File: src/bts_pkg.sv
// Constants, enumerations and carriers for the timestamp clock
package bts_pkg;

  // Time base
  localparam int unsigned SEC_NS      = 1_000_000_000;
  localparam int unsigned CLK_NS      = 8;
  localparam int unsigned CYC_PER_SEC = SEC_NS / CLK_NS;

  // Counter layout and reset value
  localparam int unsigned TIME_W     = 32;
  localparam logic [31:0] TIME_RESET = 32'h0000_0000;
  localparam logic [31:0] TIME_ONE   = 32'h0000_0001;

  // Pin synchroniser depth
  localparam int unsigned SYNC_DEPTH = 3;

  // Management commands that reach the counter
  typedef enum logic [1:0] {
    BTS_OP_GET_SEL = 2'b00,
    BTS_OP_GET_SDR = 2'b01,
    BTS_OP_SET_SEL = 2'b10,
    BTS_OP_NONE    = 2'b11
  } bts_op_e;

  // Seeding state machine
  typedef enum logic [1:0] {
    BTS_ST_SEED = 2'b00,
    BTS_ST_READ = 2'b01,
    BTS_ST_RUN  = 2'b10
  } bts_state_e;

  typedef struct packed {
    bts_op_e     op;
    logic [31:0] value;
  } bts_cmd_s;

  typedef struct packed {
    bts_op_e     op;
    logic [31:0] value;
  } bts_rsp_s;

endpackage

File: src/bts_sec_tick.sv
// One-second enable pulse divided from the controller clock
`timescale 1ns/1ps
`default_nettype none

module bts_sec_tick #(
  parameter int unsigned CYCLES = bts_pkg::CYC_PER_SEC
) (
  // Clock and reset
  input  wire logic clk,
  input  wire logic resetn,
  // Enable out
  output var  logic tick
);

  localparam int unsigned CW = (CYCLES > 1) ? $clog2(CYCLES) : 1;
  localparam logic [CW-1:0] LAST = CW'(CYCLES - 1);

  logic [CW-1:0] cnt_ff;
  logic          tick_ff;

  // Free-running divider, one pulse per wrap
  always_ff @(posedge clk or negedge resetn) begin
    if (!resetn) begin
      cnt_ff  <= '0;
      tick_ff <= 1'b0;
    end else if (cnt_ff == LAST) begin
      cnt_ff  <= '0;
      tick_ff <= 1'b1;
    end else begin
      cnt_ff  <= cnt_ff + CW'(1);
      tick_ff <= 1'b0;
    end
  end

  assign tick = tick_ff;

  tick_gap_a: assert property (@(posedge clk) disable iff (!resetn)
    tick_ff |=> !tick_ff || (CYCLES == 1))
    else $error("second tick repeated too soon");

endmodule

`default_nettype wire

File: src/bts_timestamp.sv
// Timestamp clock: seeds from the system clock, counts seconds, serves commands
//
// Operation
// - Seed counter from system clock after reset
// - No clock read while self-test busy and not done
// - Abandon pending read when done deasserts
// - Self-test running at seed: clear, count up
// - Set command touches only internal counter
// - Both get commands return counter value
// - Initiating master recovers a hung bus
`timescale 1ns/1ps
`default_nettype none

module bts_timestamp #(
  parameter int unsigned CYCLES_PER_SEC = bts_pkg::CYC_PER_SEC
) (
  // Clock and reset
  input  wire logic              clk,
  input  wire logic              resetn,
  // Host boot status pins
  input  wire logic              selftest_done_pin,
  input  wire logic              selftest_busy_pin,
  // Management command port
  input  wire logic              cmd_valid,
  input  wire bts_pkg::bts_cmd_s cmd,
  output var  logic              rsp_valid,
  output var  bts_pkg::bts_rsp_s rsp,
  // System clock read over the shared host bus
  output var  logic              rtc_rd_req,
  output var  logic              rtc_rd_abort,
  input  wire logic              rtc_rd_done,
  input  wire logic              rtc_rd_err,
  input  wire logic [31:0]       rtc_rd_data,
  // Bus hang handling
  input  wire logic              bus_hung,
  output var  logic              bus_recover,
  // Status
  output var  logic [31:0]       time_now,
  output var  logic              seeded
);

  //////////////////////////////////////////////////////////////////////////////
  // Pin synchronisers

  logic [bts_pkg::SYNC_DEPTH-1:0] done_sync_ff;
  logic [bts_pkg::SYNC_DEPTH-1:0] busy_sync_ff;
  logic                           done_ff;
  logic                           busy_ff;
  logic                           done_prev_ff;

  // Three stages; a level is taken only once stages two and three agree
  always_ff @(posedge clk or negedge resetn) begin
    if (!resetn) begin
      done_sync_ff <= '0;
      busy_sync_ff <= '0;
    end else begin
      done_sync_ff <= {done_sync_ff[1:0], selftest_done_pin};
      busy_sync_ff <= {busy_sync_ff[1:0], selftest_busy_pin};
    end
  end

  // Filtered levels
  always_ff @(posedge clk or negedge resetn) begin
    if (!resetn) begin
      done_ff      <= 1'b0;
      busy_ff      <= 1'b0;
      done_prev_ff <= 1'b0;
    end else begin
      done_prev_ff <= done_ff;
      if (done_sync_ff[1] == done_sync_ff[2]) done_ff <= done_sync_ff[2];
      if (busy_sync_ff[1] == busy_sync_ff[2]) busy_ff <= busy_sync_ff[2];
    end
  end

  //////////////////////////////////////////////////////////////////////////////
  // Second tick

  logic tick;

  bts_sec_tick #(
    .CYCLES (CYCLES_PER_SEC)
  ) u_tick (
    .clk    (clk),
    .resetn (resetn),
    .tick   (tick)
  );

  //////////////////////////////////////////////////////////////////////////////
  // Seeding sequence

  bts_pkg::bts_state_e state_ff;
  logic                rd_req_ff;
  logic                rd_abort_ff;
  logic                cmd_set;
  logic                cmd_get;
  logic                host_busy;
  logic                read_cancel;
  logic                done_fall;
  logic [2:0]          settle_ff;

  // Filters need SYNC_DEPTH+1 edges after reset before their levels are real
  localparam logic [2:0] SETTLE_LAST = 3'(bts_pkg::SYNC_DEPTH + 1);

  assign cmd_set     = cmd_valid && (cmd.op == bts_pkg::BTS_OP_SET_SEL);
  assign cmd_get     = cmd_valid && (cmd.op == bts_pkg::BTS_OP_GET_SEL || cmd.op == bts_pkg::BTS_OP_GET_SDR);
  // Host owns the bus while its self-test runs and is not yet done
  assign host_busy   = busy_ff && !done_ff;
  // A new boot or a dropped done flag means the host wants the bus back
  assign done_fall   = done_prev_ff && !done_ff;
  assign read_cancel = (!done_ff && busy_ff) || done_fall;

  // State and read request move together so the request never outlives READ
  always_ff @(posedge clk or negedge resetn) begin
    if (!resetn) begin
      state_ff    <= bts_pkg::BTS_ST_SEED;
      settle_ff   <= '0;
      rd_req_ff   <= 1'b0;
      rd_abort_ff <= 1'b0;
    end else begin
      rd_abort_ff <= 1'b0;
      case (state_ff)
        bts_pkg::BTS_ST_SEED: begin
          if (host_busy) begin
            state_ff <= bts_pkg::BTS_ST_RUN;
          end else if (cmd_set) begin
            state_ff <= bts_pkg::BTS_ST_RUN;
          end else if (settle_ff != SETTLE_LAST) begin
            settle_ff <= settle_ff + 3'h1;
          end else begin
            state_ff  <= bts_pkg::BTS_ST_READ;
            rd_req_ff <= 1'b1;
          end
        end
        bts_pkg::BTS_ST_READ: begin
          if (read_cancel || cmd_set) begin
            state_ff    <= bts_pkg::BTS_ST_RUN;
            rd_req_ff   <= 1'b0;
            rd_abort_ff <= 1'b1;
          end else if (rtc_rd_done || rtc_rd_err) begin
            state_ff  <= bts_pkg::BTS_ST_RUN;
            rd_req_ff <= 1'b0;
          end
        end
        default: begin
          state_ff  <= bts_pkg::BTS_ST_RUN;
          rd_req_ff <= 1'b0;
        end
      endcase
    end
  end

  //////////////////////////////////////////////////////////////////////////////
  // Counter

  logic [31:0] cnt_ff;
  logic        seeded_ff;
  logic        rd_ok;

  assign rd_ok = (state_ff == bts_pkg::BTS_ST_READ) && rtc_rd_done && !rtc_rd_err && !read_cancel && !cmd_set;

  // Loads beat the tick; a failed or cancelled read leaves the zero start
  always_ff @(posedge clk or negedge resetn) begin
    if (!resetn) begin
      cnt_ff <= bts_pkg::TIME_RESET;
    end else if (cmd_set) begin
      cnt_ff <= cmd.value;
    end else if (rd_ok) begin
      cnt_ff <= rtc_rd_data;
    end else if (state_ff == bts_pkg::BTS_ST_SEED && host_busy) begin
      cnt_ff <= bts_pkg::TIME_RESET;
    end else if (tick) begin
      cnt_ff <= cnt_ff + bts_pkg::TIME_ONE;
    end
  end

  // Seeded once any true time has been loaded
  always_ff @(posedge clk or negedge resetn) begin
    if (!resetn) begin
      seeded_ff <= 1'b0;
    end else if (cmd_set || rd_ok) begin
      seeded_ff <= 1'b1;
    end
  end

  //////////////////////////////////////////////////////////////////////////////
  // Command answers

  logic              rsp_valid_ff;
  bts_pkg::bts_rsp_s rsp_ff;

  // One answer per get or set command, one cycle after it; set echoes the written time
  always_ff @(posedge clk or negedge resetn) begin
    if (!resetn) begin
      rsp_valid_ff <= 1'b0;
      rsp_ff       <= '{op: bts_pkg::BTS_OP_NONE, value: bts_pkg::TIME_RESET};
    end else begin
      rsp_valid_ff <= cmd_get || cmd_set;
      if (cmd_get) begin
        rsp_ff <= '{op: cmd.op, value: cnt_ff};
      end else if (cmd_set) begin
        rsp_ff <= '{op: cmd.op, value: cmd.value};
      end
    end
  end

  //////////////////////////////////////////////////////////////////////////////
  // Bus recovery

  logic recover_ff;

  // Only the read we started is ours to recover; pulses every other cycle while hung
  always_ff @(posedge clk or negedge resetn) begin
    if (!resetn) begin
      recover_ff <= 1'b0;
    end else begin
      recover_ff <= bus_hung && rd_req_ff && !recover_ff;
    end
  end

  //////////////////////////////////////////////////////////////////////////////
  // Outputs

  logic [31:0] time_ff;

  // Registered copy so the status port is a flop
  always_ff @(posedge clk or negedge resetn) begin
    if (!resetn) begin
      time_ff <= bts_pkg::TIME_RESET;
    end else begin
      time_ff <= cnt_ff;
    end
  end

  assign rsp_valid    = rsp_valid_ff;
  assign rsp          = rsp_ff;
  assign rtc_rd_req   = rd_req_ff;
  assign rtc_rd_abort = rd_abort_ff;
  assign bus_recover  = recover_ff;
  assign time_now     = time_ff;
  assign seeded       = seeded_ff;

  //////////////////////////////////////////////////////////////////////////////
  // Checks

  no_early_read_a: assert property (@(posedge clk) disable iff (!resetn)
    $rose(rd_req_ff) |-> $past(!host_busy))
    else $error("clock read started while host owns the bus");

  read_cancel_a: assert property (@(posedge clk) disable iff (!resetn)
    (state_ff == bts_pkg::BTS_ST_READ && read_cancel) |=> (!rd_req_ff && rd_abort_ff))
    else $error("pending read not abandoned");

  busy_zero_a: assert property (@(posedge clk) disable iff (!resetn)
    (state_ff == bts_pkg::BTS_ST_SEED && host_busy && !cmd_set) |=> (cnt_ff == 32'h0000_0000 && !rd_req_ff))
    else $error("counter not cleared while self-test runs");

  seed_load_a: assert property (@(posedge clk) disable iff (!resetn)
    rd_ok |=> (cnt_ff == $past(rtc_rd_data) && state_ff == bts_pkg::BTS_ST_RUN))
    else $error("read time not loaded");

  set_load_a: assert property (@(posedge clk) disable iff (!resetn)
    cmd_set |=> (cnt_ff == $past(cmd.value) && !$rose(rd_req_ff)))
    else $error("set command did not load counter alone");

  get_answer_a: assert property (@(posedge clk) disable iff (!resetn)
    cmd_get |=> (rsp_valid && rsp.value == $past(cnt_ff) && rsp.op == $past(cmd.op)))
    else $error("get answer wrong");

  recover_own_a: assert property (@(posedge clk) disable iff (!resetn)
    recover_ff |-> $past(rd_req_ff && bus_hung))
    else $error("recovery without own transaction");

  sec_step_a: assert property (@(posedge clk) disable iff (!resetn)
    (tick && !cmd_set && !rd_ok && state_ff == bts_pkg::BTS_ST_RUN) |=> (cnt_ff == $past(cnt_ff) + 32'h0000_0001))
    else $error("counter did not step on tick");

  hold_count_a: assert property (@(posedge clk) disable iff (!resetn)
    (!tick && !cmd_set && !rd_ok && state_ff == bts_pkg::BTS_ST_RUN) |=> $stable(cnt_ff))
    else $error("counter moved without tick");

  read_end_a: assert property (@(posedge clk) disable iff (!resetn)
    (rd_req_ff && (rtc_rd_done || rtc_rd_err)) |=> !rd_req_ff)
    else $error("read request held after completion");

  seed_read_c: cover property (@(posedge clk) disable iff (!resetn) rd_ok);
  seed_zero_c: cover property (@(posedge clk) disable iff (!resetn)
    state_ff == bts_pkg::BTS_ST_SEED && host_busy);
  cancel_c:    cover property (@(posedge clk) disable iff (!resetn) rd_abort_ff);
  recover_c:   cover property (@(posedge clk) disable iff (!resetn) recover_ff);

endmodule

`default_nettype wire

File: config.mk
export PLATFORM = sky130hd
export DESIGN_NAME = bts_timestamp
export DESIGN_NICKNAME = d
export VERILOG_FILES = /design/src/bts_pkg.sv /design/src/bts_sec_tick.sv /design/src/bts_timestamp.sv
export SDC_FILE = /design/constraint.sdc
export NUM_CORES = 1
export LEC_CHECK = 0
export ABC_AREA = 0
export BUFFER_PORTS_ARGS = -buffer_cell sky130_fd_sc_hd__buf_4
export CORE_AREA = 10 10 209 132
export DETAILED_ROUTE_END_ITERATION = 8
export DIE_AREA = 0 0 219 142
export SYNTH_ARGS = -nofsm -noshare
export SYNTH_HDL_FRONTEND = slang
export SYNTH_SLANG_ARGS = --single-unit
File: constraint.sdc
create_clock -name clk -period 2.5 [get_ports clk]
set_input_delay 0.5 -clock clk [delete_from_list [all_inputs] [get_ports clk]]
set_output_delay 0.5 -clock clk [all_outputs]
set_load 0.005 [all_outputs]
After elaboration in Yosys (flattened, before gate mapping)
Cells that the tools add are included.
- word-level logic and storage cells: 86
- register bits after elaboration: 145
- input port bits: 74
- output and inout bits: 71
- mux-type cells: 22
- add/sub/neg operators: 3
- eq/ne operators: 12
- bitwise logic cells: 2
- reduce and logical (&&, ||, !) cells: 29
- operators by type and width (cell ; count):
    32-bit two-way mux ; 4
    34-bit two-way mux ; 2
    32-bit by 1-bit adder with 32-bit output, second input constant ; 1
    27-bit by 1-bit adder with 27-bit output, second input constant ; 1
    27-bit == test, second input constant ; 1
    27-bit two-way mux ; 1
    1-bit logical AND ; 11
    2-bit two-way mux ; 5
    1-bit two-way mux ; 8
    4-bit AND reduction ; 2
    1-bit logical OR ; 6
    2-bit inequality test, second input constant ; 3
    3-bit inequality test, second input constant ; 2
    1-bit logical NOT ; 5
    2-bit by 1-bit == test with 1-bit output, second input constant ; 2
    2-bit logical NOT ; 2
    4-bit inequality test, second input constant ; 1
    2-bit one-hot mux with 2 select lines ; 1
    4-bit nonzero test ; 1
    3-bit by 1-bit adder with 3-bit output, second input constant ; 1
    1-bit == test ; 2
    2-bit == test, second input constant ; 1
    1-bit inverter ; 2
    1-bit one-hot mux with 2 select lines ; 1
    2 further kinds ; 2

Depth between registers and ports, before layout
Gate-level depths: netlist of run 1.
- depth after elaboration: 8
- depth in mapped cells: 8
- depth with buffers taken out: 6

By module
A second synthesis of run 1 with hierarchy kept.
- cell total of the unflattened synthesis: 700
- area, all modules: 7236.9 µm²
- modules (own cells, without submodules) (module ; cells an instance ; area an instance (µm²) ; sequential area each (µm²) ; instances):
    bts_timestamp ; 568 ; 5825.6 ; 2930.3 ; 1
    bts_sec_tick ; 132 ; 1411.4 ; 700.7 ; 1

Worst setup path before layout of run 1
OpenSTA, ideal clock, no wires.
- path kind: in2reg
- from: input cmd[32] (netlist name)
- to: register cnt_ff[4]
- buffers on the path: 3
- cell stages on the path: 8
- path slack: 616 ps
- library setup time: 128 ps
- data required time: 2372 ps
- arrival time: 1756 ps
- path through: buf_4 -> and3b_1 -> buf_2 -> a211o_1 -> buf_2 -> a21oi_1 -> a222oi_1 -> nor2_1
- cells in the longest elaborated chain, start to end: 6
- elaborated cells on any way between the ends: 7
- classes of those cells: eq/ne: 1; mux: 2; reduce/logical: 4
- ends and longest elaborated chain (element ; line ; RTL):
    start: declaration ; bts_timestamp.sv:25 ; input wire bts_pkg::bts_cmd_s cmd,
    2-bit == test (*) ; bts_timestamp.sv:104 ; assign cmd_set = cmd_valid && (cmd.op == bts_pkg::BTS_OP_SET_SEL);
    1-bit logical AND (*) ; bts_timestamp.sv:104 ;
    1-bit logical NOT ; bts_timestamp.sv:159 ; assign rd_ok = (state_ff == bts_pkg::BTS_ST_READ) && rtc_rd_done && !rtc_rd_err && !read_cancel && !cmd_set;
    1-bit logical AND ; bts_timestamp.sv:159 ;
    32-bit two-way mux ; bts_timestamp.sv:167 ; end else if (rd_ok) begin
    32-bit two-way mux ; bts_timestamp.sv:165 ; end else if (cmd_set) begin
    end signal: assignment ; bts_timestamp.sv:164 ; cnt_ff <= bts_pkg::TIME_RESET;
    end signal: assignment ; bts_timestamp.sv:166 ; cnt_ff <= cmd.value;
    end signal: assignment ; bts_timestamp.sv:168 ; cnt_ff <= rtc_rd_data;
    end: declaration ; bts_timestamp.sv:155 ; logic [31:0] cnt_ff;
Mark *: on every way between the ends. The rest lies on a longest branch, timed or not.
A chain may end at the register's enable or synchronous reset.

Worst setup path after layout of run 1
- from: register cnt_ff[1]
- to: register cnt_ff[26]
- cells in the longest elaborated chain, start to end: 5
- ends and longest elaborated chain (element ; line ; RTL):
    32-bit by 1-bit adder with 32-bit output ; bts_timestamp.sv:172 ; cnt_ff <= cnt_ff + bts_pkg::TIME_ONE;
    32-bit two-way mux ; bts_timestamp.sv:171 ; end else if (tick) begin
    32-bit two-way mux ; bts_timestamp.sv:169 ; end else if (state_ff == bts_pkg::BTS_ST_SEED && host_busy) begin
    32-bit two-way mux ; bts_timestamp.sv:167 ;
    32-bit two-way mux ; bts_timestamp.sv:165 ;
Every way passes these cells. The select of a mux whose other input is x is not followed.

==> results.txt, run 1 <==
----------------------------------------------------
[Synth]
  Number of instances in the synthesized netlist ... 680
  Fraction of registers with async set/reset ... 1.00
  Synth Flop Type ... sky130_fd_sc_hd__dfrtp_1
  Share of the yosys chip area belonging to registers ... 0.518
  EDFF count, synth ... 0
  Distinct cell type count after synthesis ... 66
  Mean cell area of the mapped netlist ... 10.3 um^2
  Number of flip-flops and latches in the synthesized netlist ... 145
  Area of the mapped netlist ... 7010 um^2
  Net Count, Synth ... approximately 760
  Yosys Warn Count ... 0

[Die]
  Initial core utilization ... 0.295
  Overall die area ... slightly above 30000 um^2
  Chip Height ... around 140 um
  Placeable Area ... 23800 um^2
  Die Width ... 219 um
  Ports placed on the boundary ... 145
  Row count ... 44

[Worst setup path]
  Setup crit end kind ... flip-flop
  Levels on crit path ... 6
  Timing endpoint of the critical path ... cnt_ff[26]
  Kind of cell with the highest combined delay on the critical path ... simple AND/OR/NAND/NOR gates
  Setup slack on the worst flop-to-flop path ... 0.19 ns
  Reg-to-Reg Start ... cnt_ff[1]
  Largest stage delay on the critical path ... ~0.5 ns
  CP arrival ... 2.61 ns
  CP Cell Sequence ... ha_1 > nand4_1 > nor4_1 > nand3_1 > o31ai_1 > a2bb2oi_1
  Max stage delay cell, worst path ... sky130_fd_sc_hd__nor4_1
  Data required, critical path ... 2.80 ns
  Category of the critical setup timing path ... reg -> reg
  Endpoint of the worst-slack reg-to-reg timing path ... cnt_ff[26]
  Cells on worst reg2reg path ... 6
  Critical path buffers and inverters ... 0
  Start point of the critical path ... cnt_ff[1]
  Critical Path Fanout Max ... 5
  Category of the worst setup path launch point ... flip-flop

[Detailed routing]
  First-pass iteration count of the detailed router ... 5
  Routed vias/inst ... 5.20
  Number of remaining DRC errors ... 0
  Total wire length after detailed routing ... 23.6 mm
  Initial detailed-routing violation count ... 470
  Vias ... 6048
  Post-detailed-route count of antenna-violating nets ... 0
  Final routed wire length divided by cell count ... 20.3 um

[Timing]
  Count of pins over their slew limit ... 0
  Final critical delay including setup and external delays ... 2.31 ns
  Post-Route Setup TNS ... 0 ns
  Worst clock skew ... 0.00576 ns
  Tightest Pin Transition ... 0.591 ns
  Fmax ... around 0.43 GHz
  Number of hold violations in the final report ... 0
  Max_slew headroom ... 0.603
  Final Setup Violations ... 0
  RSZ-0062 raised after global routing ... false
  Fin Hold WS ... 0.180 ns
  Post-route fraction of the period consumed by the critical path ... 0.923

[Layout]
  Diodes inserted ... 0
  Area Overhead vs Synth ... 30.8%
  Commonest non-fill, non-tap cells in the layout ... sky130_fd_sc_hd__buf_4 (167), sky130_fd_sc_hd__dfrtp_1 (143), sky130_fd_sc_hd__nor2_1 (57)
  Final #Nets ... 907
  Core occupancy in the finished layout ... 0.386
  Most common cell after layout, fill and taps aside ... sky130_fd_sc_hd__buf_4
  Share of post-route cells with drive strength above 1 ... 0.271

[Status]
  Outcome ... completed

[Global routing]
  Total global routing track utilization ... 0.153
  Largest net degree at the start of global routing ... 76
  Most Used Layer, Global Route ... met1
  Met2 track demand over resource ... 0.198
  Vias in the first global route ... 5964
  Global-route track usage on met1 ... 0.238
  First-pass GRT wire length ... 36.8 mm
  GR Layer Usage met3 ... 0.0401
  Initial antenna violation count ... 0
  Grt total ovfl ... 0

[Power]
  Combinational group share of total power ... 0.121
  Flop pwr share ... 0.441
  Fraction of power spent switching nets ... 0.266
  Net switching power figure ... 1.58 mW
  Share of total power in the clock network ... 0.438
  Peak supply drop ... 0.000397 V
  Internal power component ... 4.36 mW
  Areal power density over the cells ... 648 nW/um^2
  Leakage power summed over all cells ... 4.08 nW

[CTS]
  TritonCTS clock tree ... yes
  Clock sink count ... 145
  Worst-path clk slew ... 0.07 ns
  Clock network latency to the later pin of the worst-skew pair ... 0.43 ns
  Bufs on Longest Clock Path ... 2
  Clock Root Buffer ... sky130_fd_sc_hd__clkbuf_16
  CTS H-Tree Depth ... 4
  Inserted Clock Buffers ... 17
  Post-cts resize count ... 0

[Worst hold path]
  Worst min-delay path class ... in -> reg
  Worst hold path startpoint ... selftest_done_pin

[Place]
  Post-detailed-placement half-perimeter wirelength ... 17.5 mm
  Final weighted congestion in routability-driven placement ... approximately 0.84
  # port buffers ... between 100 and 150

[Job]
  Maximum Capacitance Violations ... 0

----------------------------------------------------
==> Yosys cell counts (18+ instances only) <==
master                     count  share of area
sky130_fd_sc_hd__dfrtp_1     143           0.51
sky130_fd_sc_hd__nor2_1       57          0.031
sky130_fd_sc_hd__a21oi_1      54          0.039
sky130_fd_sc_hd__nand2b_1     33          0.029
sky130_fd_sc_hd__nand2_1      30          0.016
sky130_fd_sc_hd__o22ai_1      28          0.025
sky130_fd_sc_hd__mux2i_1      27          0.039
sky130_fd_sc_hd__clkbuf_1     22          0.012
sky130_fd_sc_hd__nand3_1      22          0.016
sky130_fd_sc_hd__nand4_1      21          0.019
sky130_fd_sc_hd__xnor2_1      20          0.025
sky130_fd_sc_hd__inv_1        18         0.0096
==> layer usage <==
layer / part of all wire / wire length, um / up-vias
met3: 0.075 / 1770 / 20
li1: - / - / 2815
met5: 0 / 0 / -
met1: 0.53 / 12400 / 2992
met2: 0.39 / 9170 / 221
met4: 0.010 / 235 / 0
==> stage by stage <==
stage	worst slack (ns)	instances	total power, mW	area (um^2)
2_1_floorplan	0.616	680	2.93	7010
3_3_place_gp	0.299	1131	3.38	8570
3_5_place_dp	0.246	1131	3.39	8570
4_1_cts	0.211	1164	6.02	9170
5_1_grt	0.0159	1164	6.21	9170
6_report	0.192	1164	5.94	9170
==> power by group through the flow <==
stage / clock, mW / combinational [mW] / sequential, mW
global placement: 0 / 0.724 / 2.65
detailed placement: 0 / 0.730 / 2.66
global route: 2.77 / 0.801 / 2.64
floorplan: 0 / 0.299 / 2.63
finish: 2.60 / 0.720 / 2.62
CTS: 2.67 / 0.734 / 2.62
==> final cells by class <==
cell class | count | area (um^2)
Timing Repair Buffer | 172 | 1340
Clock buffer | 18 | 439
Inverter | 18 | 67.6
Multi-Input combinational cell | 475 | 3140
Sequential cell | 145 | 3630
Tap cell | 322 | 403
Fill cell | 2391 | 14600
Clock inverter | 14 | 155
==> cell families after synthesis <==
| group | after synthesis | share of synthesized area |
|---|---|---|
| AOI/OAI and AO/OA | 182 | 0.177 |
| xor gates and xnor gates | 26 | 0.0325 |
| adders and majority gates | 6 | 0.0100 |
| buffers and inverters | 60 | 0.0364 |
| DFF | 145 | 0.518 |
| muxes | 28 | 0.0402 |
| and+or+nand+nor | 233 | 0.186 |
==> worst min path at each step <==
stage	slack, ns	cells after the start	endpoint
3_3_place_gp	0.33	0	busy_sync_ff[1]
5_1_grt	0.16	1	done_sync_ff[0]
6_report	0.18	1	done_sync_ff[0]
2_1_floorplan	0.20	0	bus_recover
3_5_place_dp	0.34	0	busy_sync_ff[1]
4_1_cts	0.16	1	done_sync_ff[0]
==> registers in the layout, indices dropped and copies added, names as in the netlist, 2 cells and up <==
name,flops
cnt_ff,32
busy_sync_ff,3
u_tick.cnt_ff,27
time_now,32
settle_ff,3
rsp,34
done_sync_ff,3
state_ff,2
==> what timing repair did <==
item,4_1_cts,5_1_grt
hold endpoints to repair,18,0
hold buffers,1,0
setup buffers,0,0
Note: power is estimated with default switching activity, not from simulation.
==> run 2: changes to the inputs <==
--- a/config.mk
+++ b/config.mk
@@ -8,8 +8,10 @@
 export ABC_AREA = 0
 export BUFFER_PORTS_ARGS = -buffer_cell sky130_fd_sc_hd__buf_4
 export CORE_AREA = 10 10 209 132
+export CTS_BUF_LIST = sky130_fd_sc_hd__clkbuf_4
 export DETAILED_ROUTE_END_ITERATION = 8
 export DIE_AREA = 0 0 219 142
+export GPL_TIMING_DRIVEN = 1
 export SYNTH_ARGS = -nofsm -noshare
 export SYNTH_HDL_FRONTEND = slang
 export SYNTH_SLANG_ARGS = --single-unit
==> run 2 against run 1 <==
Compared with the run above:
- cell count grew 0.17%
- largest power group unchanged
- wire length shrank 0.61%
- combinational power is essentially flat
- highest routed layer unchanged
- hold slack lost 0.019 ns
- utilization shrank 1.2 points
- critical path depth is the same
- clock skew grew 0.0087 ns
- critical path type unchanged
- first-iteration DRC count shrank 1.7%
- die area is the same
- final area shrank 3.1%
- sequential share of layout area grew 1.3 points
- total power shrank 17%
==> results.txt, run 2 (synthesized netlist as in run 1, its figures left out) <==
----------------------------------------------------
[Layout]
  Final #Nets ... 909
  Area Overhead vs Synth ... 26.7%
  Largest register FFs ... 34
  Share of post-route cells with drive strength above 1 ... 0.269
  Commonest non-fill, non-tap cells in the layout ... sky130_fd_sc_hd__buf_4 (167), sky130_fd_sc_hd__dfrtp_1 (143), sky130_fd_sc_hd__nor2_1 (57)
  Diodes inserted ... 0
  Most common cell after layout, fill and taps aside ... sky130_fd_sc_hd__buf_4

[Die]
  Die Width ... 219 um
  Initial core utilization ... 0.295
  Chip Height ... 142 um
  Ports placed on the boundary ... 145
  Overall die area ... slightly above 30000 um^2
  Row count ... 44
  Placeable Area ... 23800 um^2

[Worst setup path]
  Critical Path Fanout Max ... 5
  Largest stage delay on the critical path ... 0.50 ns
  Kind of cell with the highest combined delay on the critical path ... simple AND/OR/NAND/NOR gates
  Data required, critical path ... between 2 and 3 ns
  CP Cell Sequence ... ha_1 > nand4_1 > nor4_1 > nand3_1 > o31ai_1 > a2bb2oi_1
  Category of the worst setup path launch point ... flip-flop
  Reg-to-Reg Start ... cnt_ff[1]
  Cells on worst reg2reg path ... 6
  Setup slack on the worst flop-to-flop path ... 0.21 ns
  Max stage delay cell, worst path ... sky130_fd_sc_hd__nor4_1
  CP arrival ... about 2.8 ns
  Critical path buffers and inverters ... 0
  Endpoint of the worst-slack reg-to-reg timing path ... cnt_ff[26]
  Category of the critical setup timing path ... reg -> reg
  Setup crit end kind ... flip-flop
  Levels on crit path ... 6

[Worst hold path]
  Worst min-delay path class ... in -> reg
  Cell depth of the worst min-delay path ... 3
  Worst hold path startpoint ... bus_hung
  Sink of the worst hold path ... bus_recover

[Power]
  Areal power density over the cells ... 552 nW/um^2
  Peak supply drop ... between 0.0003 and 0.0004 V
  Leakage power summed over all cells ... roughly 4.0 nW

[Detailed routing]
  Total wire length after detailed routing ... between 20 and 25 mm
  Initial detailed-routing violation count ... between 400 and 500
  Vias ... a little over 6000
  First-pass iteration count of the detailed router ... 6
  Number of remaining DRC errors ... 0
  Routed vias/inst ... 5.18
  Final routed wire length divided by cell count ... 20.1 um
  Post-detailed-route count of antenna-violating nets ... 0

[Timing]
  Tightest Pin Transition ... 0.606 ns
  Post-route fraction of the period consumed by the critical path ... 0.917
  Count of pins over their slew limit ... 0
  RSZ-0062 raised after global routing ... false
  Slack of the critical path ... 0.208 ns
  Max_slew headroom ... 0.593
  Number of hold violations in the final report ... 0
  Final Setup Violations ... 0
  Post-Route Setup TNS ... 0 ns
  Fmax ... 0.436 GHz
  Worst clock skew ... 0.0145 ns
  Final critical delay including setup and external delays ... 2.29 ns

[Job]
  Maximum Capacitance Violations ... 0

[Global routing]
  Grt total ovfl ... 0
  First-pass GRT wire length ... 36.7 mm
  Total global routing track utilization ... 0.152
  Vias in the first global route ... 5962
  Initial antenna violation count ... 0
  Largest net degree at the start of global routing ... 76

[CTS]
  Number of buffers inserted to repair setup after CTS ... 0
  Bufs on Longest Clock Path ... 2
  Clock sink count ... 145
  CTS H-Tree Depth ... 4
  Clock Root Buffer ... sky130_fd_sc_hd__clkbuf_4
  Inserted Clock Buffers ... 17
  Worst-path clk slew ... roughly 0.14 ns
  TritonCTS clock tree ... yes
  Clock network latency to the later pin of the worst-skew pair ... 0.57 ns

[Place]
  # port buffers ... 144
  Post-placement worst setup slack ... 0.246 ns
  Post-detailed-placement half-perimeter wirelength ... 17.5 mm
  Final weighted congestion in routability-driven placement ... 0.836

[Status]
  Outcome ... completed

----------------------------------------------------
run 2: final cells by class:
class	count	area (um^2)
clock buffer	17	128
clock inverter	15	159
fill	2435	14900
inverter	18	67.6
multi-input combinational	475	3140
sequential	145	3630
tap	322	403
timing repair buffer	174	1360
run 2: report_power, final:
| group | switching, mW | internal [mW] |
|---|---|---|
| clock network | 0.965 | 0.601 |
| registers | 0.133 | 2.48 |
| logic | 0.352 | 0.371 |
run 2: routing by layer:
layer,wire [um],track usage,vias up
li1,-,-,2822
met1,12500,0.238,2998
met2,9030,0.197,208
met3,1700,0.0459,14
met4,206,0.0300,0
met5,0,0,-
run 2: worst max path at each step:
stage          startpoint         end  slack (ns)
6_report        cnt_ff[1]  cnt_ff[26]        0.21
5_1_grt         cnt_ff[1]  cnt_ff[26]       0.004
4_1_cts         cnt_ff[1]  cnt_ff[26]        0.18
3_5_place_dp    cnt_ff[1]  cnt_ff[26]        0.25
3_3_place_gp    cnt_ff[1]  cnt_ff[26]        0.30
2_1_floorplan     cmd[32]   cnt_ff[4]        0.62
run 2: stage by stage:
stage	power, mW	std cells	utilization	hold slack [ns]	area (um^2)
4_1_cts	4.98	1166	0.374	0.102	8880
2_1_floorplan	2.93	680	-	0.204	7010
3_3_place_gp	3.38	1131	0.360	0.335	8570
6_report	4.91	1166	0.374	0.161	8880
5_1_grt	5.18	1166	0.374	0.0958	8880
3_5_place_dp	3.39	1131	0.360	0.336	8570
run 2: timing repair:
item | in CTS | in global routing
hold buffers | 3 | 0
resized for setup | 0 | 0
hold endpoints to repair | 20 | 0
run 2: worst min-delay path, cell delays in order:
cell and delay [ns]:
sky130_fd_sc_hd__buf_4 0.11, sky130_fd_sc_hd__nand2_1 0.06, sky130_fd_sc_hd__nor2_1 0.04
==> run 3: changes to the inputs <==
--- a/config.mk
+++ b/config.mk
@@ -12,6 +12,7 @@
 export DETAILED_ROUTE_END_ITERATION = 8
 export DIE_AREA = 0 0 219 142
 export GPL_TIMING_DRIVEN = 1
+export PLACE_DENSITY = 0.55
 export SYNTH_ARGS = -nofsm -noshare
 export SYNTH_HDL_FRONTEND = slang
 export SYNTH_SLANG_ARGS = --single-unit
==> run 3 against run 2 <==
Compared with the run above:
- wire length grew 2.6%
- via count shrank 0.22%
- first-iteration DRC count grew 61%
- critical path type unchanged
==> results.txt, run 3 (synthesized netlist as in run 1, its figures left out) <==
----------------------------------------------------
[Power]
  Flop pwr share ... 0.553
  Internal power component ... 3.34 mW
  Peak supply drop ... 0.000284 V
  Fraction of power spent switching nets ... 0.294
  Leakage power summed over all cells ... 3.99 nW
  Power, Total ... 4.72 mW
  Areal power density over the cells ... 529 nW/um^2
  Net switching power figure ... 1.39 mW
  Share of total power in the clock network ... 0.294
  Combinational group share of total power ... 0.154

[Timing]
  Fin Hold WS ... 0.142 ns
  Post-route fraction of the period consumed by the critical path ... 0.911
  Max_slew headroom ... 0.446
  Final Setup Violations ... 0
  Tightest Pin Transition ... 0.830 ns
  RSZ-0062 raised after global routing ... false
  Count of pins over their slew limit ... 0
  Worst clock skew ... 0.0232 ns
  Fmax ... 0.439 GHz
  Number of hold violations in the final report ... 0
  Post-Route Setup TNS ... 0 ns
  Final critical delay including setup and external delays ... 2.28 ns

[Die]
  Row count ... 44
  Die Width ... 219 um
  Initial core utilization ... 0.295
  Overall die area ... 31100 um^2
  Placeable Area ... 23800 um^2
  Chip Height ... 142 um
  Ports placed on the boundary ... 145

[Detailed routing]
  Routed vias/inst ... 5.11
  Vias ... 6029
  Number of remaining DRC errors ... 0
  Final routed wire length divided by cell count ... between 20 and 25 um
  Post-detailed-route count of antenna-violating nets ... 0
  Initial detailed-routing violation count ... 745
  Total wire length after detailed routing ... 24.1 mm
  First-pass iteration count of the detailed router ... 6

[Global routing]
  Initial antenna violation count ... 3
  Grt total ovfl ... 0
  Total global routing track utilization ... 0.152
  Largest net degree at the start of global routing ... 68
  First-pass GRT wire length ... 36.4 mm
  Vias in the first global route ... between 5000 and 6000

[Worst setup path]
  Category of the critical setup timing path ... reg -> reg
  CP arrival ... 2.73 ns
  Kind of cell with the highest combined delay on the critical path ... simple AND/OR/NAND/NOR gates
  Max stage delay cell, worst path ... sky130_fd_sc_hd__dfrtp_1
  Category of the worst setup path launch point ... flip-flop
  Reg-to-Reg Start ... cnt_ff[0]
  Critical Path Fanout Max ... 6
  CP Cell Sequence ... ha_1 > nand4_1 > nor4_2 > nand3_1 > o31ai_1 > a2bb2oi_1
  Levels on crit path ... 6
  Critical path buffers and inverters ... 0
  Timing endpoint of the critical path ... cnt_ff[26]
  Cells on worst reg2reg path ... 6
  Setup crit end kind ... flip-flop
  Endpoint of the worst-slack reg-to-reg timing path ... cnt_ff[26]
  Data required, critical path ... 2.96 ns
  Largest stage delay on the critical path ... 0.46 ns
  Setup slack on the worst flop-to-flop path ... 0.22 ns
  Start point of the critical path ... cnt_ff[0]

[Layout]
  Final instance area ... 8920 um^2
  Core occupancy in the finished layout ... 0.375
  Largest register FFs ... 34
  Most common cell after layout, fill and taps aside ... sky130_fd_sc_hd__buf_4
  Total area of multi-input combinational cells ... 3150 um^2
  Area Overhead vs Synth ... 27.3%
  Total area of sequential cells ... ~3600 um^2
  Share of post-route cells with drive strength above 1 ... 0.278
  Final #Nets ... 920
  # fillers ... 2394
  Commonest non-fill, non-tap cells in the layout ... sky130_fd_sc_hd__buf_4 (179), sky130_fd_sc_hd__dfrtp_1 (143), sky130_fd_sc_hd__nor2_1 (57)

[Place]
  Post-detailed-placement half-perimeter wirelength ... 17.8 mm
  # port buffers ... 144
  Final weighted congestion in routability-driven placement ... 0.877
  Cell area after placement ... approximately 8600 um^2

[CTS]
  Clock sink count ... 145
  Inserted Clock Buffers ... 17
  Clock network latency to the later pin of the worst-skew pair ... 0.59 ns
  TritonCTS clock tree ... yes
  CTS H-Tree Depth ... 4
  Number of buffers inserted to repair setup after CTS ... 0
  Clock Root Buffer ... sky130_fd_sc_hd__clkbuf_4
  Worst-path clk slew ... about 0.13 ns
  Bufs on Longest Clock Path ... 2

[Job]
  Maximum Capacitance Violations ... 0

[Status]
  Outcome ... completed

[Worst hold path]
  Worst min-delay path class ... in -> reg

----------------------------------------------------
==> run 3: power by group through the flow <==
stage / sequential (mW) / combinational [mW] / clock (mW)
2_1_floorplan: 2.63 / 0.299 / 0
3_3_place_gp: 2.65 / 0.729 / 0
3_5_place_dp: 2.65 / 0.731 / 0
4_1_cts: 2.61 / 0.738 / 1.45
5_1_grt: 2.63 / 0.800 / 1.56
6_report: 2.61 / 0.726 / 1.39
==> run 3: how the worst min path moves through the flow <==
stage               startpoint         endpoint  depth (start not counted)
2_1_floorplan           resetn      bus_recover                          0
3_3_place_gp   done_sync_ff[0]  done_sync_ff[1]                          0
3_5_place_dp   busy_sync_ff[0]  busy_sync_ff[1]                          0
4_1_cts               bus_hung      bus_recover                          3
5_1_grt               bus_hung      bus_recover                          3
6_report              bus_hung      bus_recover                          3
==> run 3: per-layer routing <==
metal | vias to the layer above | global-route usage | share of wire
met3 | 10 | 0.0467 | 0.083
met5 | - | 0 | 0
met2 | 234 | 0.190 | 0.38
met4 | 0 | 0.0419 | 0.012
met1 | 2934 | 0.237 | 0.52
li1 | 2851 | - | -
==> run 3: through the flow <==
stage / worst slack (ns) / instances
finish: 0.224 / 1179
global route: 0.0526 / 1179
CTS: 0.143 / 1176
detailed placement: 0.208 / 1142
global placement: 0.262 / 1142
floorplan: 0.616 / 680
==> run 3: layout make-up <==
type,count,area share
tap,322,0.0451
timing repair buffer,185,0.160
inverter,18,0.00757
clock buffer,17,0.0143
multi-input combinational,475,0.352
clock inverter,14,0.0130
antenna,3,0.000841
sequential,145,0.407
==> run 3: repair_timing <==
item | CTS | global route
setup endpoints to repair | 0 | 1
resized for setup | 0 | 1
hold buffers | 3 | 0
hold endpoints to repair | 61 | 0
==> run 3: worst reg2reg max path, stage by stage, from the launching register on <==
cell and delay [ns]:
sky130_fd_sc_hd__dfrtp_1 0.46, sky130_fd_sc_hd__ha_1 0.26, sky130_fd_sc_hd__nand4_1 0.31, sky130_fd_sc_hd__nor4_2 0.44
sky130_fd_sc_hd__nand3_1 0.19, sky130_fd_sc_hd__o31ai_1 0.38, sky130_fd_sc_hd__a2bb2oi_1 0.11
